==> src/common/sfi_pkg.sv <==
// package: constants, types and helpers for the serial flash interface states
// What this block does
// - chip select high means interface idle
// - idle ignores all but select and the reset line
// - chip select falling starts instruction phase
// - optional line-three reset, quad mode needs select high
// - reset pulse, reset process, hold, then idle
// - power-up interval silent, then idle
// - sleep entry only while write-in-progress is clear
// - sleep ignores all but wake and the reset line; wake, delay, idle
// - output lanes follow width, else undriven
// - sdr latency cycles undriven, inputs ignored
// - ddr latency may drive learning pattern
// - lowest bit of group on line zero
// - non-read command needs eight-bit boundary
package sfi_pkg;

  // ----------------------------------------------------------------
  // timing
  // ----------------------------------------------------------------
  localparam int CLK_PERIOD_NS = 8;
  localparam int T_PU_US       = 300;
  localparam int T_RP_NS       = 200;
  localparam int T_RPH_US      = 35;
  localparam int T_RH_NS       = 50;
  localparam int T_RES_US      = 20;
  // least times, rounded up to whole cycles
  localparam int PU_CYCLES_DEF  = (T_PU_US * 1000 + CLK_PERIOD_NS - 1) / CLK_PERIOD_NS;
  localparam int RP_CYCLES_DEF  = (T_RP_NS + CLK_PERIOD_NS - 1) / CLK_PERIOD_NS;
  localparam int RPH_CYCLES_DEF = (T_RPH_US * 1000 + CLK_PERIOD_NS - 1) / CLK_PERIOD_NS;
  localparam int RH_CYCLES_DEF  = (T_RH_NS + CLK_PERIOD_NS - 1) / CLK_PERIOD_NS;
  localparam int RES_CYCLES_DEF = (T_RES_US * 1000 + CLK_PERIOD_NS - 1) / CLK_PERIOD_NS;

  // ----------------------------------------------------------------
  // command framing
  // ----------------------------------------------------------------
  localparam logic [7:0] CMD_SLEEP  = 8'hb9;
  localparam logic [7:0] CMD_WAKE   = 8'hab;
  localparam logic [5:0] INSTR_BITS = 6'h08;
  localparam logic [5:0] ADDR_BITS  = 6'h18;
  localparam logic [5:0] MODE_BITS  = 6'h08;
  localparam logic [7:0] PAD_BYTE   = 8'hff;
  localparam int         FIFO_DEPTH = 32;
  localparam int         BYTE_W     = 8;

  // line enables per width
  localparam logic [3:0] OE_NONE   = 4'h0;
  localparam logic [3:0] OE_SINGLE = 4'h2;
  localparam logic [3:0] OE_DUAL   = 4'h3;
  localparam logic [3:0] OE_QUAD   = 4'hf;

  typedef enum logic [1:0] {W_SINGLE, W_DUAL, W_QUAD, W_DDR} sfi_width_t;

  typedef enum logic [3:0] {
    ST_POR, ST_WRESET, ST_STANDBY, ST_SLEEP, ST_WAKE, ST_INSTR,
    ST_ADDR, ST_MODE, ST_LATENCY, ST_OUTPUT, ST_WDATA
  } sfi_state_t;

  // bits moved per transfer
  function automatic logic [2:0] group_bits(input sfi_width_t w);
    case (w)
      W_SINGLE: group_bits = 3'h1;
      W_DUAL:   group_bits = 3'h2;
      default:  group_bits = 3'h4;
    endcase
  endfunction

  // shift a group in, lowest bit from line zero
  function automatic logic [31:0] shift_in(input logic [31:0] sr, input logic [3:0] ln,
                                           input sfi_width_t w);
    case (w)
      W_SINGLE: shift_in = {sr[30:0], ln[0]};
      W_DUAL:   shift_in = {sr[29:0], ln[1:0]};
      default:  shift_in = {sr[27:0], ln};
    endcase
  endfunction

  // top bits of a byte onto the lines; single output uses line one
  function automatic logic [3:0] drive_group(input logic [7:0] b, input sfi_width_t w);
    case (w)
      W_SINGLE: drive_group = {2'h0, b[7], 1'b0};
      W_DUAL:   drive_group = {2'h0, b[7:6]};
      default:  drive_group = b[7:4];
    endcase
  endfunction

  function automatic logic [3:0] lane_enable(input sfi_width_t w);
    case (w)
      W_SINGLE: lane_enable = OE_SINGLE;
      W_DUAL:   lane_enable = OE_DUAL;
      default:  lane_enable = OE_QUAD;
    endcase
  endfunction

endpackage : sfi_pkg

==> src/logic/sfi_sync.sv <==
// two-stage synchroniser for pins entering the core clock domain
`timescale 1ns/100ps
module sfi_sync #(
  parameter int WIDTH = 1
) (
  // clock, reset, enable
  input  wire logic             core_clk_i,
  input  wire logic             reset_i,
  input  wire logic             clk_en_i,
  // levels
  input  wire logic [WIDTH-1:0] async_i,
  output logic      [WIDTH-1:0] sync_o
);
  logic [WIDTH-1:0] meta;

  // first stage feeds only the second
  always_ff @(posedge core_clk_i) begin
    if (reset_i) begin
      meta   <= '1;
      sync_o <= '1;
    end else if (clk_en_i) begin
      meta   <= async_i;
      sync_o <= meta;
    end
  end
endmodule // sfi_sync

==> src/logic/sfi_fifo.sv <==
// read data fifo, valid/ready on both sides, with flush
`timescale 1ns/100ps
module sfi_fifo #(
  parameter int WIDTH = 8,
  parameter int DEPTH = 32
) (
  // clock, reset, enable
  input  wire logic             core_clk_i,
  input  wire logic             reset_i,
  input  wire logic             clk_en_i,
  input  wire logic             flush_i,
  // fill side
  input  wire logic             in_valid_i,
  input  wire logic [WIDTH-1:0] in_data_i,
  output logic                  in_ready_o,
  // drain side
  output logic                  out_valid_o,
  output logic      [WIDTH-1:0] out_data_o,
  input  wire logic             out_ready_i
);
  localparam int AW = $clog2(DEPTH);

  logic [WIDTH-1:0] mem [DEPTH];
  logic [AW-1:0]    wr_ptr;
  logic [AW-1:0]    rd_ptr;
  logic [AW:0]      count;
  logic             push;
  logic             pop;
  logic [AW:0]      next_count;

  assign push        = in_valid_i & in_ready_o;
  assign pop         = out_valid_o & out_ready_i;
  assign out_valid_o = count != '0;
  assign out_data_o  = mem[rd_ptr];
  assign next_count  = count + {{AW{1'b0}}, push} - {{AW{1'b0}}, pop};

  // ready is registered so it reaches the pin straight from a flop
  always_ff @(posedge core_clk_i) begin
    if (reset_i || (clk_en_i && flush_i)) begin
      wr_ptr     <= '0;
      rd_ptr     <= '0;
      count      <= '0;
      in_ready_o <= 1'b1;
    end else if (clk_en_i) begin
      if (push) begin
        mem[wr_ptr] <= in_data_i;
        wr_ptr      <= wr_ptr + 1'b1;
      end
      if (pop) begin
        rd_ptr <= rd_ptr + 1'b1;
      end
      count      <= next_count;
      in_ready_o <= next_count != (AW+1)'(DEPTH);
    end
  end
endmodule // sfi_fifo

==> src/logic/sfi_core.sv <==
// serial flash interface state control, device side
`timescale 1ns/100ps
module sfi_core
  import sfi_pkg::*;
#(
  parameter int         PU_CYCLES       = PU_CYCLES_DEF,
  parameter int         RP_CYCLES       = RP_CYCLES_DEF,
  parameter int         RPH_CYCLES      = RPH_CYCLES_DEF,
  parameter int         RH_CYCLES       = RH_CYCLES_DEF,
  parameter int         RES_CYCLES      = RES_CYCLES_DEF,
  parameter logic [7:0] CMD_READ_SINGLE = 8'h03,
  parameter logic [7:0] CMD_READ_DUAL   = 8'hbb,
  parameter logic [7:0] CMD_READ_QUAD   = 8'heb,
  parameter logic [7:0] CMD_READ_DDR    = 8'hed
) (
  // clock, reset, enable
  input  wire logic        core_clk_i,
  input  wire logic        reset_i,
  input  wire logic        clk_en_i,
  // serial link pins
  input  wire logic        cs_n_i,
  input  wire logic        sck_i,
  input  wire logic [3:0]  data_line_i,
  output logic      [3:0]  data_line_o,
  output logic      [3:0]  data_line_oe_o,
  // configuration and status
  input  wire logic        warm_reset_en_i,
  input  wire logic        quad_mode_i,
  input  wire logic        four_bit_instruction_mode_i,
  input  wire logic [3:0]  latency_i,
  input  wire logic        dlp_en_i,
  input  wire logic [7:0]  data_learning_pattern_i,
  input  wire logic        write_in_progress_flag_i,
  // read data stream
  input  wire logic        rd_valid_i,
  input  wire logic [7:0]  rd_data_i,
  output logic             rd_ready_o,
  // command results
  output logic      [7:0]  cmd_o,
  output logic             cmd_valid_o,
  output logic             cmd_reject_o,
  output logic      [7:0]  rx_byte_o,
  output logic             rx_byte_valid_o,
  output logic      [23:0] addr_o,
  output logic             read_start_o,
  output logic             deep_sleep_o,
  output sfi_state_t       state_o
);
  // ----------------------------------------------------------------
  // pin sampling and edge detection
  // ----------------------------------------------------------------
  logic       s_cs_n;
  logic       s_sck;
  logic [3:0] s_line;
  logic       sck_d;
  logic       cs_d;
  logic       sck_rise;
  logic       sck_fall;
  logic       cs_fall;
  logic       cs_rise;

  // link clock is slow against the core clock, so plain sampling works
  sfi_sync #(.WIDTH(6)) u_sync (
    .core_clk_i (core_clk_i),
    .reset_i    (reset_i),
    .clk_en_i   (clk_en_i),
    .async_i    ({cs_n_i, sck_i, data_line_i}),
    .sync_o     ({s_cs_n, s_sck, s_line})
  );

  always_ff @(posedge core_clk_i) begin
    if (reset_i) begin
      sck_d <= 1'b1;
      cs_d  <= 1'b1;
    end else if (clk_en_i) begin
      sck_d <= s_sck;
      cs_d  <= s_cs_n;
    end
  end

  assign sck_rise = s_sck & ~sck_d;
  assign sck_fall = ~s_sck & sck_d;
  assign cs_fall  = cs_d & ~s_cs_n;
  assign cs_rise  = ~cs_d & s_cs_n;

  // ----------------------------------------------------------------
  // state and datapath registers
  // ----------------------------------------------------------------
  sfi_state_t  state;
  sfi_width_t  wid;
  logic [23:0] tmr;
  logic [31:0] in_sr;
  logic [5:0]  ph_cnt;
  logic [2:0]  wd_cnt;
  logic [3:0]  lat_cnt;
  logic [2:0]  dlp_idx;
  logic [7:0]  out_sr;
  logic [3:0]  out_left;
  logic [15:0] lo_cnt;
  logic [15:0] hi_cnt;

  assign state_o = state;

  // ----------------------------------------------------------------
  // decode
  // ----------------------------------------------------------------
  sfi_width_t  iw;
  sfi_width_t  cur_w;
  sfi_width_t  read_wid;
  logic [2:0]  gw;
  logic [31:0] next_in_sr;
  logic [5:0]  next_ph;
  logic [2:0]  next_wd;
  logic        in_cmd;
  logic        cap_evt;
  logic        drv_evt;
  logic        read_hit;
  logic        wdata_end;
  logic        bad_end;
  logic        out_go;
  logic [7:0]  out_src;
  logic        fifo_valid;
  logic [7:0]  fifo_data;
  logic        fifo_pop;
  logic        rst_line_low;
  logic        warm_hit;

  // instructions run four wide in four-bit mode, one wide otherwise
  assign iw         = four_bit_instruction_mode_i ? W_QUAD : W_SINGLE;
  assign cur_w      = (state == ST_ADDR || state == ST_MODE) ? wid : iw;
  assign gw         = group_bits(cur_w);
  assign next_in_sr = shift_in(in_sr, s_line, cur_w);
  assign next_ph    = ph_cnt + {3'h0, gw};
  assign next_wd    = wd_cnt + gw;
  assign in_cmd     = state inside {ST_INSTR, ST_ADDR, ST_MODE, ST_LATENCY, ST_OUTPUT, ST_WDATA};
  // ddr moves address, mode and data on both edges; the first address bit waits for a rising edge
  assign cap_evt    = (wid == W_DDR && !(state == ST_ADDR && ph_cnt == 6'h0)) ? (sck_rise | sck_fall) : sck_rise;
  assign drv_evt    = (wid == W_DDR) ? (sck_rise | sck_fall) : sck_fall;

  // read commands and their width; none while asleep
  assign read_hit = !deep_sleep_o && (next_in_sr[7:0] inside
                    {CMD_READ_SINGLE, CMD_READ_DUAL, CMD_READ_QUAD, CMD_READ_DDR});
  assign read_wid = (next_in_sr[7:0] == CMD_READ_SINGLE) ? W_SINGLE :
                    (next_in_sr[7:0] == CMD_READ_DUAL)   ? W_DUAL   :
                    (next_in_sr[7:0] == CMD_READ_QUAD)   ? W_QUAD   : W_DDR;

  // end-of-command checks on the bit count since select fell
  assign wdata_end = (state == ST_WDATA) && (wd_cnt == 3'h0);
  assign bad_end   = (state == ST_INSTR && ph_cnt != 6'h0) ||
                     (state == ST_WDATA && wd_cnt != 3'h0);

  // first data leaves on the falling edge ending the last latency cycle
  assign out_go   = (state == ST_OUTPUT && drv_evt) ||
                    (state == ST_LATENCY && sck_fall && lat_cnt == 4'h0);
  assign out_src  = (out_left != 4'h0) ? out_sr : (fifo_valid ? fifo_data : PAD_BYTE);
  assign fifo_pop = out_go && out_left == 4'h0 && fifo_valid;

  // line three as reset: only with select high while in quad or four-bit instruction mode
  assign rst_line_low = ~s_line[3] & warm_reset_en_i & (state != ST_POR) &
                        (~(quad_mode_i | four_bit_instruction_mode_i) | s_cs_n);
  assign warm_hit     = rst_line_low && lo_cnt == 16'(RP_CYCLES - 1);

  // ----------------------------------------------------------------
  // read data buffer
  // ----------------------------------------------------------------
  // source stalls on rd_ready_o; an empty buffer pads the output
  sfi_fifo #(.WIDTH(BYTE_W), .DEPTH(FIFO_DEPTH)) u_fifo (
    .core_clk_i  (core_clk_i),
    .reset_i     (reset_i),
    .clk_en_i    (clk_en_i),
    .flush_i     ((in_cmd && cs_rise) || warm_hit),
    .in_valid_i  (rd_valid_i),
    .in_data_i   (rd_data_i),
    .in_ready_o  (rd_ready_o),
    .out_valid_o (fifo_valid),
    .out_data_o  (fifo_data),
    .out_ready_i (fifo_pop)
  );

  // ----------------------------------------------------------------
  // reset line pulse and hold counters
  // ----------------------------------------------------------------
  always_ff @(posedge core_clk_i) begin
    if (reset_i) begin
      lo_cnt <= 16'h0;
      hi_cnt <= 16'h0;
    end else if (clk_en_i) begin
      // saturating, so one long pulse fires only once
      if (!rst_line_low) begin
        lo_cnt <= 16'h0;
      end else if (lo_cnt != 16'(RP_CYCLES)) begin
        lo_cnt <= lo_cnt + 16'h1;
      end
      if (!s_line[3]) begin
        hi_cnt <= 16'h0;
      end else if (hi_cnt != 16'(RH_CYCLES)) begin
        hi_cnt <= hi_cnt + 16'h1;
      end
    end
  end

  // ----------------------------------------------------------------
  // interface state machine
  // ----------------------------------------------------------------
  always_ff @(posedge core_clk_i) begin
    if (reset_i) begin
      state           <= ST_POR;
      wid             <= W_SINGLE;
      tmr             <= 24'(PU_CYCLES - 1);
      in_sr           <= 32'h0;
      ph_cnt          <= 6'h0;
      wd_cnt          <= 3'h0;
      lat_cnt         <= 4'h0;
      dlp_idx         <= 3'h7;
      out_sr          <= 8'h0;
      out_left        <= 4'h0;
      data_line_o     <= 4'h0;
      data_line_oe_o  <= OE_NONE;
      cmd_o           <= 8'h0;
      cmd_valid_o     <= 1'b0;
      cmd_reject_o    <= 1'b0;
      rx_byte_o       <= 8'h0;
      rx_byte_valid_o <= 1'b0;
      addr_o          <= 24'h0;
      read_start_o    <= 1'b0;
      deep_sleep_o    <= 1'b0;
    end else if (clk_en_i) begin
      cmd_valid_o     <= 1'b0;
      cmd_reject_o    <= 1'b0;
      rx_byte_valid_o <= 1'b0;
      read_start_o    <= 1'b0;
      if (warm_hit) begin
        // reset process runs, then waits for the hold after the rise
        state          <= ST_WRESET;
        tmr            <= 24'(RPH_CYCLES - 1);
        deep_sleep_o   <= 1'b0;
        data_line_oe_o <= OE_NONE;
      end else if (in_cmd && cs_rise) begin
        data_line_oe_o <= OE_NONE;
        state          <= deep_sleep_o ? ST_SLEEP : ST_STANDBY;
        if (wdata_end && deep_sleep_o && cmd_o == CMD_WAKE) begin
          state <= ST_WAKE;
          tmr   <= 24'(RES_CYCLES - 1);
        end else if (wdata_end && !deep_sleep_o && cmd_o == CMD_SLEEP &&
                     !write_in_progress_flag_i) begin
          state        <= ST_SLEEP;
          deep_sleep_o <= 1'b1;
          cmd_valid_o  <= 1'b1;
        end else if (wdata_end && !deep_sleep_o && cmd_o != CMD_SLEEP) begin
          cmd_valid_o <= 1'b1;
        end else if (!deep_sleep_o && (bad_end || wdata_end)) begin
          cmd_reject_o <= 1'b1;
        end
      end else begin
        if (out_go) begin
          // new byte from the buffer, or the pad byte when it is empty, whenever the last one is spent
          state          <= ST_OUTPUT;
          data_line_o    <= drive_group(out_src, wid);
          data_line_oe_o <= lane_enable(wid);
          out_sr         <= out_src << gw;
          out_left       <= ((out_left == 4'h0) ? 4'h8 : out_left) - {1'b0, gw};
        end
        case (state)
          ST_POR, ST_WAKE: begin
            // silent until the interval runs out
            if (tmr == 24'h0) begin
              state        <= ST_STANDBY;
              deep_sleep_o <= 1'b0;
            end else begin
              tmr <= tmr - 24'h1;
            end
          end
          ST_WRESET: begin
            if (tmr != 24'h0) begin
              tmr <= tmr - 24'h1;
            end else if (hi_cnt == 16'(RH_CYCLES)) begin
              state <= ST_STANDBY;
            end
          end
          ST_STANDBY, ST_SLEEP: begin
            // everything but select and the reset line is ignored here
            if (cs_fall) begin
              state  <= ST_INSTR;
              ph_cnt <= 6'h0;
            end
          end
          ST_INSTR: begin
            if (sck_rise) begin
              in_sr  <= next_in_sr;
              ph_cnt <= next_ph;
              if (next_ph == INSTR_BITS) begin
                cmd_o    <= next_in_sr[7:0];
                ph_cnt   <= 6'h0;
                wd_cnt   <= 3'h0;
                out_left <= 4'h0;
                wid      <= read_hit ? read_wid : W_SINGLE;
                state    <= read_hit ? ST_ADDR : ST_WDATA;
              end
            end
          end
          ST_ADDR: begin
            if (cap_evt) begin
              in_sr  <= next_in_sr;
              ph_cnt <= next_ph;
              if (next_ph == ADDR_BITS) begin
                addr_o <= next_in_sr[23:0];
                ph_cnt <= 6'h0;
                if (wid == W_SINGLE) begin
                  state        <= ST_LATENCY;
                  lat_cnt      <= 4'h0;
                  read_start_o <= 1'b1;
                end else begin
                  state <= ST_MODE;
                end
              end
            end
          end
          ST_MODE: begin
            if (cap_evt) begin
              in_sr  <= next_in_sr;
              ph_cnt <= next_ph;
              if (next_ph == MODE_BITS) begin
                state        <= ST_LATENCY;
                lat_cnt      <= latency_i;
                dlp_idx      <= 3'h7;
                read_start_o <= 1'b1;
              end
            end
          end
          ST_LATENCY: begin
            // sdr latency: lines stay undriven, samples are dropped
            if (!out_go && sck_fall) begin
              lat_cnt <= lat_cnt - 4'h1;
            end
            // ddr latency may carry the learning pattern, msb first
            if (!out_go && wid == W_DDR && dlp_en_i && (sck_rise | sck_fall)) begin
              data_line_o    <= {4{data_learning_pattern_i[dlp_idx]}};
              data_line_oe_o <= OE_QUAD;
              dlp_idx        <= dlp_idx - 3'h1;
            end
          end
          ST_OUTPUT: begin
            // stays here until select rises or a warm reset hits
          end
          ST_WDATA: begin
            if (sck_rise) begin
              in_sr  <= next_in_sr;
              wd_cnt <= next_wd;
              if (next_wd == 3'h0 && !deep_sleep_o) begin
                rx_byte_o       <= next_in_sr[7:0];
                rx_byte_valid_o <= 1'b1;
              end
            end
          end
          default: begin
            state <= ST_STANDBY;
          end
        endcase
      end
    end
  end
endmodule // sfi_core

==> config.mk <==
export PLATFORM = sky130hd
export DESIGN_NAME = sfi_core
export DESIGN_NICKNAME = d
export VERILOG_FILES = /design/src/common/sfi_pkg.sv /design/src/logic/sfi_sync.sv /design/src/logic/sfi_fifo.sv /design/src/logic/sfi_core.sv
export SDC_FILE = /design/constraint.sdc
export NUM_CORES = 1
export LEC_CHECK = 0
export BUFFER_PORTS_ARGS = -buffer_cell sky130_fd_sc_hd__clkbuf_2
export CORE_MARGIN = 3
export CORE_UTILIZATION = 55
export CTS_CLUSTER_SIZE = 12
export DETAILED_ROUTE_END_ITERATION = 7
export GPL_ROUTABILITY_DRIVEN = 1
export PLACE_DENSITY = 0.75
export SYNTH_ARGS = -nofsm -noshare
export SYNTH_HDL_FRONTEND = slang
export SYNTH_SLANG_ARGS = --single-unit
==> constraint.sdc <==
create_clock -name core_clk_i -period 4.3 [get_ports core_clk_i]
set_clock_uncertainty 0.15 [all_clocks]
set_input_delay 0.43 -clock core_clk_i [delete_from_list [all_inputs] [get_ports core_clk_i]]
set_output_delay 0.43 -clock core_clk_i [all_outputs]
set_load 0.01 [all_outputs]
==> results of run 1 <==
-- worst max-delay path, delay by kind of cell, from the launching register on --
| family | cells | cell delay, ns |
|---|---|---|
| AOI/OAI and AO/OA | 1 | 0.35 |
| adders and majority gates | 2 | 0.70 |
| buffers and inverters | 1 | 0.23 |
| DFF | 1 | 0.49 |
| muxes | 2 | 0.51 |
| and+or+nand+nor | 5 | 1.33 |
-- registers in the layout, indices dropped and copies added, names as in the netlist, 16 cells and up, named ones only --
| register | cells |
|---|---|
| in_sr | 23 |
| tmr | 24 |
| addr_o | 24 |
| lo_cnt | 16 |
| u_fifo.mem | 256 |
| hi_cnt | 16 |
-- stage by stage --
step | setup slack [ns] | util
after floorplan | 0.0270 | -
after global placement | 0.476 | 0.596
after detailed placement | 0.257 | 0.596
after CTS | 0.234 | 0.641
after global routing | 0.112 | 0.641
final | 0.365 | 0.641
-- power breakdown --
part | internal (mW) | leakage, nW | switching [mW] | total, mW
logic | 0.196 | 3.25 | 0.347 | 0.543
clock network | 2.32 | 0.742 | 1.69 | 4.01
registers | 4.66 | 3.94 | 0.0341 | 4.69
total | 7.17 | 7.93 | 2.07 | 9.24
-- layer usage --
layer	up-vias	wire [microns]
met1	6929	19800
met3	107	3860
met5	-	0
met2	664	23200
met4	0	1600
li1	6540	-
-- cells in the final DEF, fill, tap and decap left out, types with 35 or more instances in the layout --
cell and count:
nor3_1 35, mux4_2 64, o21ai_0 53, mux2i_1 44
inv_1 42, clkbuf_16 48, nand2_1 92, a211oi_1 65
buf_4 75, a21oi_1 68, edfxtp_1 256, nor2_1 218
clkbuf_2 91, dfxtp_1 200, nand3_1 50
-- final cells by class --
class                           count  area, sq um  area share
Tap cell                          461          577      0.0252
Timing Repair Buffer              175         1130      0.0494
Clock buffer                       78         1410      0.0618
Clock inverter                     10          115     0.00504
Multi-Input combinational cell   1060         7720       0.338
Inverter                           45          169     0.00739
Sequential cell                   458        11700       0.513
-- how the worst max path moves through the flow --
stage	slack (ns)	cells after the start	startpoint	to
floorplan	0.03	16	state_o[1]	cmd_o[0]
global placement	0.48	11	state_o[1]	cmd_o[7]
detailed placement	0.26	11	state_o[1]	cmd_o[7]
CTS	0.23	11	state_o[1]	cmd_o[7]
global route	0.11	12	state_o[1]	cmd_o[5]
finish	0.36	11	state_o[1]	addr_o[0]
-- Yosys cell counts (8+ instances only) --
library cell  count  area, sq um
or3_1            12         75.1
o221ai_1          9         78.8
buf_1            10         37.5
xor2_1           32          280
or2_2            11         68.8
mux2i_1          44          440
nand2_1          92          345
edfxtp_1        256         7690
nand4_1          15         93.8
mux2_2            8         90.1
nor2b_1           9         56.3
a31oi_1           8         50.1
o22ai_1           9         56.3
nor2_1          218          818
a21oi_1          68          340
dfxtp_1         202         4040
nor3_1           36          180
ha_1             29          363
buf_2            10         50.1
and3_1           16          100
a222oi_1         22          220
o2111ai_1        12          105
clkbuf_1         77          289
and2_1           12         75.1
or4_1             8         60.1
xnor2_1          21          184
o211ai_1         11         82.6
nand2b_1          9         56.3
nand3_1          50          250
o21ai_0          53          265
a211oi_1         65          488
inv_1            42          158
mux4_2           64         1440
nor4_1           18          113
-- kinds of logic (layout without fill, tap and decap cells) --
| group | Yosys count | in the layout | share of synthesized area |
|---|---|---|---|
| AOI/OAI and AO/OA | 313 | 313 | 0.108 |
| xor gates and xnor gates | 53 | 53 | 0.0232 |
| adders and majority gates | 33 | 33 | 0.0222 |
| buffers and inverters | 144 | 308 | 0.0284 |
| DFF | 458 | 458 | 0.587 |
| muxes | 118 | 118 | 0.100 |
| and+or+nand+nor | 543 | 543 | 0.131 |
-- what timing repair did --
action	CTS	global route
hold buffers	7	0
endpoints found under the setup margin	0	15
endpoints found under the hold margin	7	0
resized for setup	0	1
buffers inserted	0	0
==> summary.md, run 1 <==
| Metric | Value |
|---|---|
| Crit path max fanout | `between 40 and 50` |
| 1st-iter DRT viols | `1328` |
| Final setup fails | `0` |
| Drc violations | `0` |
| Grt total ovfl | `0` |
| Power per cell area | `roughly 400 nW/um^2` |
| Arr. time, crit path | `4.22 ns` |
| Hold Path Stages | `2` |
| Synth-to-Final Area Change | `14.4%` |
| Worst Min Path Start | `reset_i` |
| Largest net degree at the start of global routing | `86` |
| Ys Warns | `0` |
| Clk pin slew, worst setup/hold paths | `about 0.06 ns` |
| Slew headroom | `0.276` |
| TritonCTS buffer count | `48` |
| Row cnt | `69` |
| Root buf cell | `clkbuf_16` |
| Maximum Capacitance Violations | `0` |
| Tot GR Track Use | `0.250` |
| Mean Syn Cell Area | `around 12 sq um` |
| Worst min path class | `in2reg` |
| Total leakage power | `a little under 8 nW` |
| WL/cell | `~21 microns` |
| Synthesis-stage register bit count | `458` |
| Post-Layout Inst Area | `22900 sq um` |
| Core area | `35700 sq um` |
| Cell variety after synth | `77` |
| Max Fclk | `0.254 GHz` |
| Async SR Flop Fraction | `0` |
| Critical Path Sink Type | `register` |
| Clock Tree Buf Depth | `3` |
| Die Ht | `approximately 200 microns` |
| Fillers | `2627` |
| CTS tree | `yes` |
| Final period util | `0.915` |
| Placed Cells | `2192` |
| CP dominant cell by count | `nor2_1` |
| GP Congestion | `about 0.93` |
| Crit Path Class | `reg2reg` |
| DR vias/cell | `6.23` |
| Inserted Diodes | `0` |
| Fin nets | `1856` |
| Status | `finished clean` |
| Post-synth EDFFs | `256` |
| Horiz. Die Dim | `197 microns` |
| Hold Fails Final Rpt | `0` |
| Reg-to-reg startpoint | `state_o[1]` |
| Crit path largest cell delay | `0.49 ns` |
| Met2 usage | `0.407` |
| Slowest CP cell | `dfxtp_1` |
| Reg2Reg Depth | `11` |
| Setup TNS | `0 ns` |
| Required time of the worst setup path | `4.58 ns` |
| Sequential area share after synthesis | `0.587` |
| H-Tree Depth | `2` |
| Min cycle time layout | `approximately 3.9 ns` |
| PortBufs | `92` |
| Clk Latency, worst-skew pair | `around 0.60 ns` |
| Antenna-violating nets left | `0` |
| RSZ-0062 raised after global routing | `false` |
| Share of layout cells above drive strength 1 | `0.184` |
| Fin cells | `2287` |
| Initial antenna violation count | `0` |
| Max Slew Vio Count | `0` |
| Full die area | `just under 40000 sq um` |
| FF-to-FF End | `addr_o[0]` |
| Placed Instance Area | `21300 sq um` |
| Main synth FF type | `edfxtp_1` |
| Cell Area, Synth | `20000 sq um` |
| Via count | `14200` |
| Starting Density | `0.561` |
| Met3 Usage GRT | `0.0463` |
| DP Wirelength | `31.9 mm` |
| CTS sink cnt | `roughly 460` |
| Tot Pwr | `~9.2 mW` |
| Cells after Synth | `1662` |
| Cells along the critical path | `and3b_1 -> mux2i_4 -> ha_1 -> fa_1 -> nor4b_2 -> o221ai_1 -> nor2_1 -> and4_1 -> buf_12 -> mux2i_1 -> nor2_1` |
| GR peak layer | `met2` |
| Worst vdd ir | `between 0.0003 and 0.0004 V` |
| Drt total wl | `48.5 mm` |
| First-pass iteration count of the detailed router | `7` |
| GR Util met1 | `0.343` |
| IO Count | `93` |
| Critical path startpoint category | `register` |
| Hold slack | `0.0426 ns` |
| Least-Margin Pin Slew | `1.08 ns` |
| Hold Path End | `tmr[2]` |
| First-pass GRT wire length | `roughly 77 mm` |
| Net Count, Synth | `1730` |
| Vias in the first global route | `13800` |
| Flop2flop setup slack | `0.36 ns` |
Note: power is estimated with default switching activity, not from simulation.
==> inputs of run 2 (changes only) <==
--- a/config.mk
+++ b/config.mk
@@ -7,11 +7,12 @@
 export LEC_CHECK = 0
 export BUFFER_PORTS_ARGS = -buffer_cell sky130_fd_sc_hd__clkbuf_2
 export CORE_MARGIN = 3
-export CORE_UTILIZATION = 55
+export CORE_UTILIZATION = 35
+export CTS_BUF_LIST = sky130_fd_sc_hd__clkbuf_8
 export CTS_CLUSTER_SIZE = 12
 export DETAILED_ROUTE_END_ITERATION = 7
 export GPL_ROUTABILITY_DRIVEN = 1
-export PLACE_DENSITY = 0.75
+export SLEW_MARGIN = 30
 export SYNTH_ARGS = -nofsm -noshare
 export SYNTH_HDL_FRONTEND = slang
 export SYNTH_SLANG_ARGS = --single-unit
==> run 2 against run 1 <==
Against the previous run:
- total power is 2.0% lower
- largest cell class unchanged
- final area rose by 1.9%
- critical endpoint is now addr_o[17]
- non-clock buffer count rose by 7
- maximum frequency grew 0.39%
- sequential share of layout area down 0.95 points
- highest routed layer unchanged
- utilization decreased by 22 points
- wire length grew 5.2%
- first-iteration DRC count down 6.7%
- largest power group unchanged
- critical path depth did not move
==> summary.md, run 2 (synthesis results as in run 1) <==
| Metric | Value |
|---|---|
| First-pass GRT wire length | `79.9 mm (was 76.5 mm)` |
| H-Tree Depth | `3 (was 2)` |
| Max Slew Vio Count | `0 (unchanged)` |
| Biggest regs | `u_fifo.mem x256, addr_o x24, tmr x24 (unchanged)` |
| Slack of the critical path | `0.380 ns (was 0.365 ns)` |
| Cells along the critical path | `and3b_1 -> mux2i_4 -> ha_1 -> fa_1 -> nor4b_2 -> o221ai_1 -> nor2_1 -> and4_1 -> buf_6 -> nor2_1 -> a211oi_1 (was and3b_1 -> mux2i_4 -> ha_1 -> fa_1 -> nor4b_2 -> o221ai_1 -> nor2_1 -> and4_1 -> buf_12 -> mux2i_1 -> nor2_1)` |
| Maximum Capacitance Violations | `0 (unchanged)` |
| Place WS | `0.161 ns (was 0.257 ns)` |
| Tot Pwr | `9.06 mW (was 9.24 mW)` |
| Horiz. Die Dim | `245 microns (was 197 microns)` |
| Slowest CP cell | `dfxtp_1 (unchanged)` |
| Vias in the first global route | `14300 (was 13800)` |
| Fillers | `5226 (was 2627)` |
| Power per cell area | `389 nW/um^2 (was 404 nW/um^2)` |
| IO Count | `93 (unchanged)` |
| TritonCTS buffer count | `77 (was 48)` |
| Arr. time, crit path | `4.31 ns (was 4.22 ns)` |
| PortBufs | `92 (unchanged)` |
| Largest net degree at the start of global routing | `87 (was 86)` |
| Post-Layout Inst Area | `23300 sq um (was 22900 sq um)` |
| Synth-to-Final Area Change | `16.5% (was 14.4%)` |
| Clk Latency, worst-skew pair | `0.64 ns (was 0.60 ns)` |
| Fin cells | `2627 (was 2287)` |
| Area of the multi-input gates | `7730 sq um (was 7720 sq um)` |
| Commonest cells after routing, fill and taps aside | `256 x edfxtp_1, 218 x nor2_1, 200 x dfxtp_1 (unchanged)` |
| Core area | `55800 sq um (was 35700 sq um)` |
| Worst vdd ir | `0.000260 V (was 0.000362 V)` |
| Least-Margin Pin Slew | `0.915 ns (was 1.08 ns)` |
| Critical path startpoint category | `register (unchanged)` |
| CTS sink cnt | `458 (unchanged)` |
| Worst min path class | `in2reg (unchanged)` |
| Tot GR Track Use | `0.169 (was 0.250)` |
| Drt total wl | `51.0 mm (was 48.5 mm)` |
| Placed Cells | `2484 (was 2192)` |
| Max FFs per register | `256 (unchanged)` |
| Max Fclk | `0.255 GHz (was 0.254 GHz)` |
| Initial antenna violation count | `0 (unchanged)` |
| Post-CTS setup repair buffer count | `0 (unchanged)` |
| Placed Instance Area | `21700 sq um (was 21300 sq um)` |
| Most common cell after layout, fill and taps aside | `edfxtp_1 (unchanged)` |
| RSZ-0062 raised after global routing | `false (unchanged)` |
| First-pass iteration count of the detailed router | `8 (was 7)` |
| Fin nets | `1892 (was 1856)` |
| Hold slack | `0.0510 ns (was 0.0426 ns)` |
| Critical Path Sink Type | `register (unchanged)` |
| Status | `finished clean (unchanged)` |
| Antenna-violating nets left | `0 (unchanged)` |
| Die Ht | `245 microns (was 197 microns)` |
| WL/cell | `19.4 microns (was 21.2 microns)` |
| Min cycle time layout | `3.92 ns (was 3.94 ns)` |
| GP Congestion | `0.910 (was 0.933)` |
| Drc violations | `0 (unchanged)` |
| Slew headroom | `0.390 (was 0.276)` |
| DR vias/cell | `5.43 (was 6.23)` |
| Grt total ovfl | `0 (unchanged)` |
| Top reg by flops | `u_fifo.mem (unchanged)` |
| DP Wirelength | `33.9 mm (was 31.9 mm)` |
| 1st-iter DRT viols | `1239 (was 1328)` |
| Setup TNS | `0 ns (unchanged)` |
| Clk pin slew, worst setup/hold paths | `0.06 ns (about the same)` |
| Inserted Diodes | `0 (unchanged)` |
| Final setup fails | `0 (unchanged)` |
| Share of layout cells above drive strength 1 | `0.202 (was 0.184)` |
| Final period util | `0.912 (was 0.915)` |
| Crit path largest cell delay | `0.46 ns (was 0.49 ns)` |
| Row cnt | `86 (was 69)` |
| Post-layout util | `0.417 (was 0.641)` |
| Root buf cell | `clkbuf_8 (was clkbuf_16)` |
| Crit Path Class | `reg2reg (unchanged)` |
| FF/Latch Area | `11700 sq um (unchanged)` |
| Hold Fails Final Rpt | `0 (unchanged)` |
| Required time of the worst setup path | `4.69 ns (was 4.58 ns)` |
| Starting Density | `0.358 (was 0.561)` |
| Clock Tree Buf Depth | `3 (unchanged)` |
| CTS tree | `yes (unchanged)` |
| CP dominant cell by count | `nor2_1 (unchanged)` |
| Crit path max fanout | `47 (unchanged)` |
| Full die area | `60000 sq um (was 38700 sq um)` |
| Total leakage power | `8.11 nW (was 7.93 nW)` |
| Via count | `14300 (was 14200)` |
[run 2: cell types whose count changed in the layout (fill, tap and decap cells not counted), moves of 4 or more]
cell	change
clkbuf_16	-48
clkbuf_8	+88
inv_1	+25
buf_4	+4
clkbuf_1	-20
clkinv_1	+4
[run 2: layer usage]
layer	up-vias	track usage	wire (microns)
li1	6623	-	-
met4	0	0.0547	1290
met3	94	0.0380	3580
met2	485	0.268	23300
met1	7070	0.230	22800
met5	-	0	0
[run 2: worst paths after layout]
path | startpoint | end | slack [ns] | depth (start not counted)
setup / recovery | state_o[1] | addr_o[17] | 0.38 | 11
hold / removal | latency_i[1] | lat_cnt[1] | 0.05 | 3
setup reg to reg | state_o[1] | addr_o[17] | 0.38 | 11
hold reg to reg | rx_byte_o[2] | rx_byte_o[2] | 0.31 | 2
[run 2: what timing repair did]
item | in CTS | in global routing
hold endpoints to repair | 21 | 0
endpoints found under the setup margin | 0 | 30
hold buffers | 9 | 0
resized for setup | 0 | 2
[run 2: layout make-up]
cell class                 count  share of cell area
tap                          748              0.0402
timing repair buffer         182              0.0511
clock inverter                36             0.00768
sequential                   458               0.504
clock buffer                  98              0.0579
inverter                      45             0.00725
multi-input combinational   1060               0.332
[run 2: report_power, final]
part           switching (mW)  internal [mW]  total (mW)
Sequential             0.0330           4.66        4.69
Clock                    1.72           2.10        3.81
Combinational           0.359          0.194       0.553
Total                    2.11           6.95        9.06
[run 2: critical path, delay by kind of cell (launching register included)]
family	cells	cell delay (ns)
buffers and inverters	1	0.30
adder cells (fa/ha/maj)	2	0.67
AO/OA/AOI/OAI	2	0.57
multiplexers	1	0.31
AND/OR/NAND/NOR	5	1.33
flip-flops	1	0.46
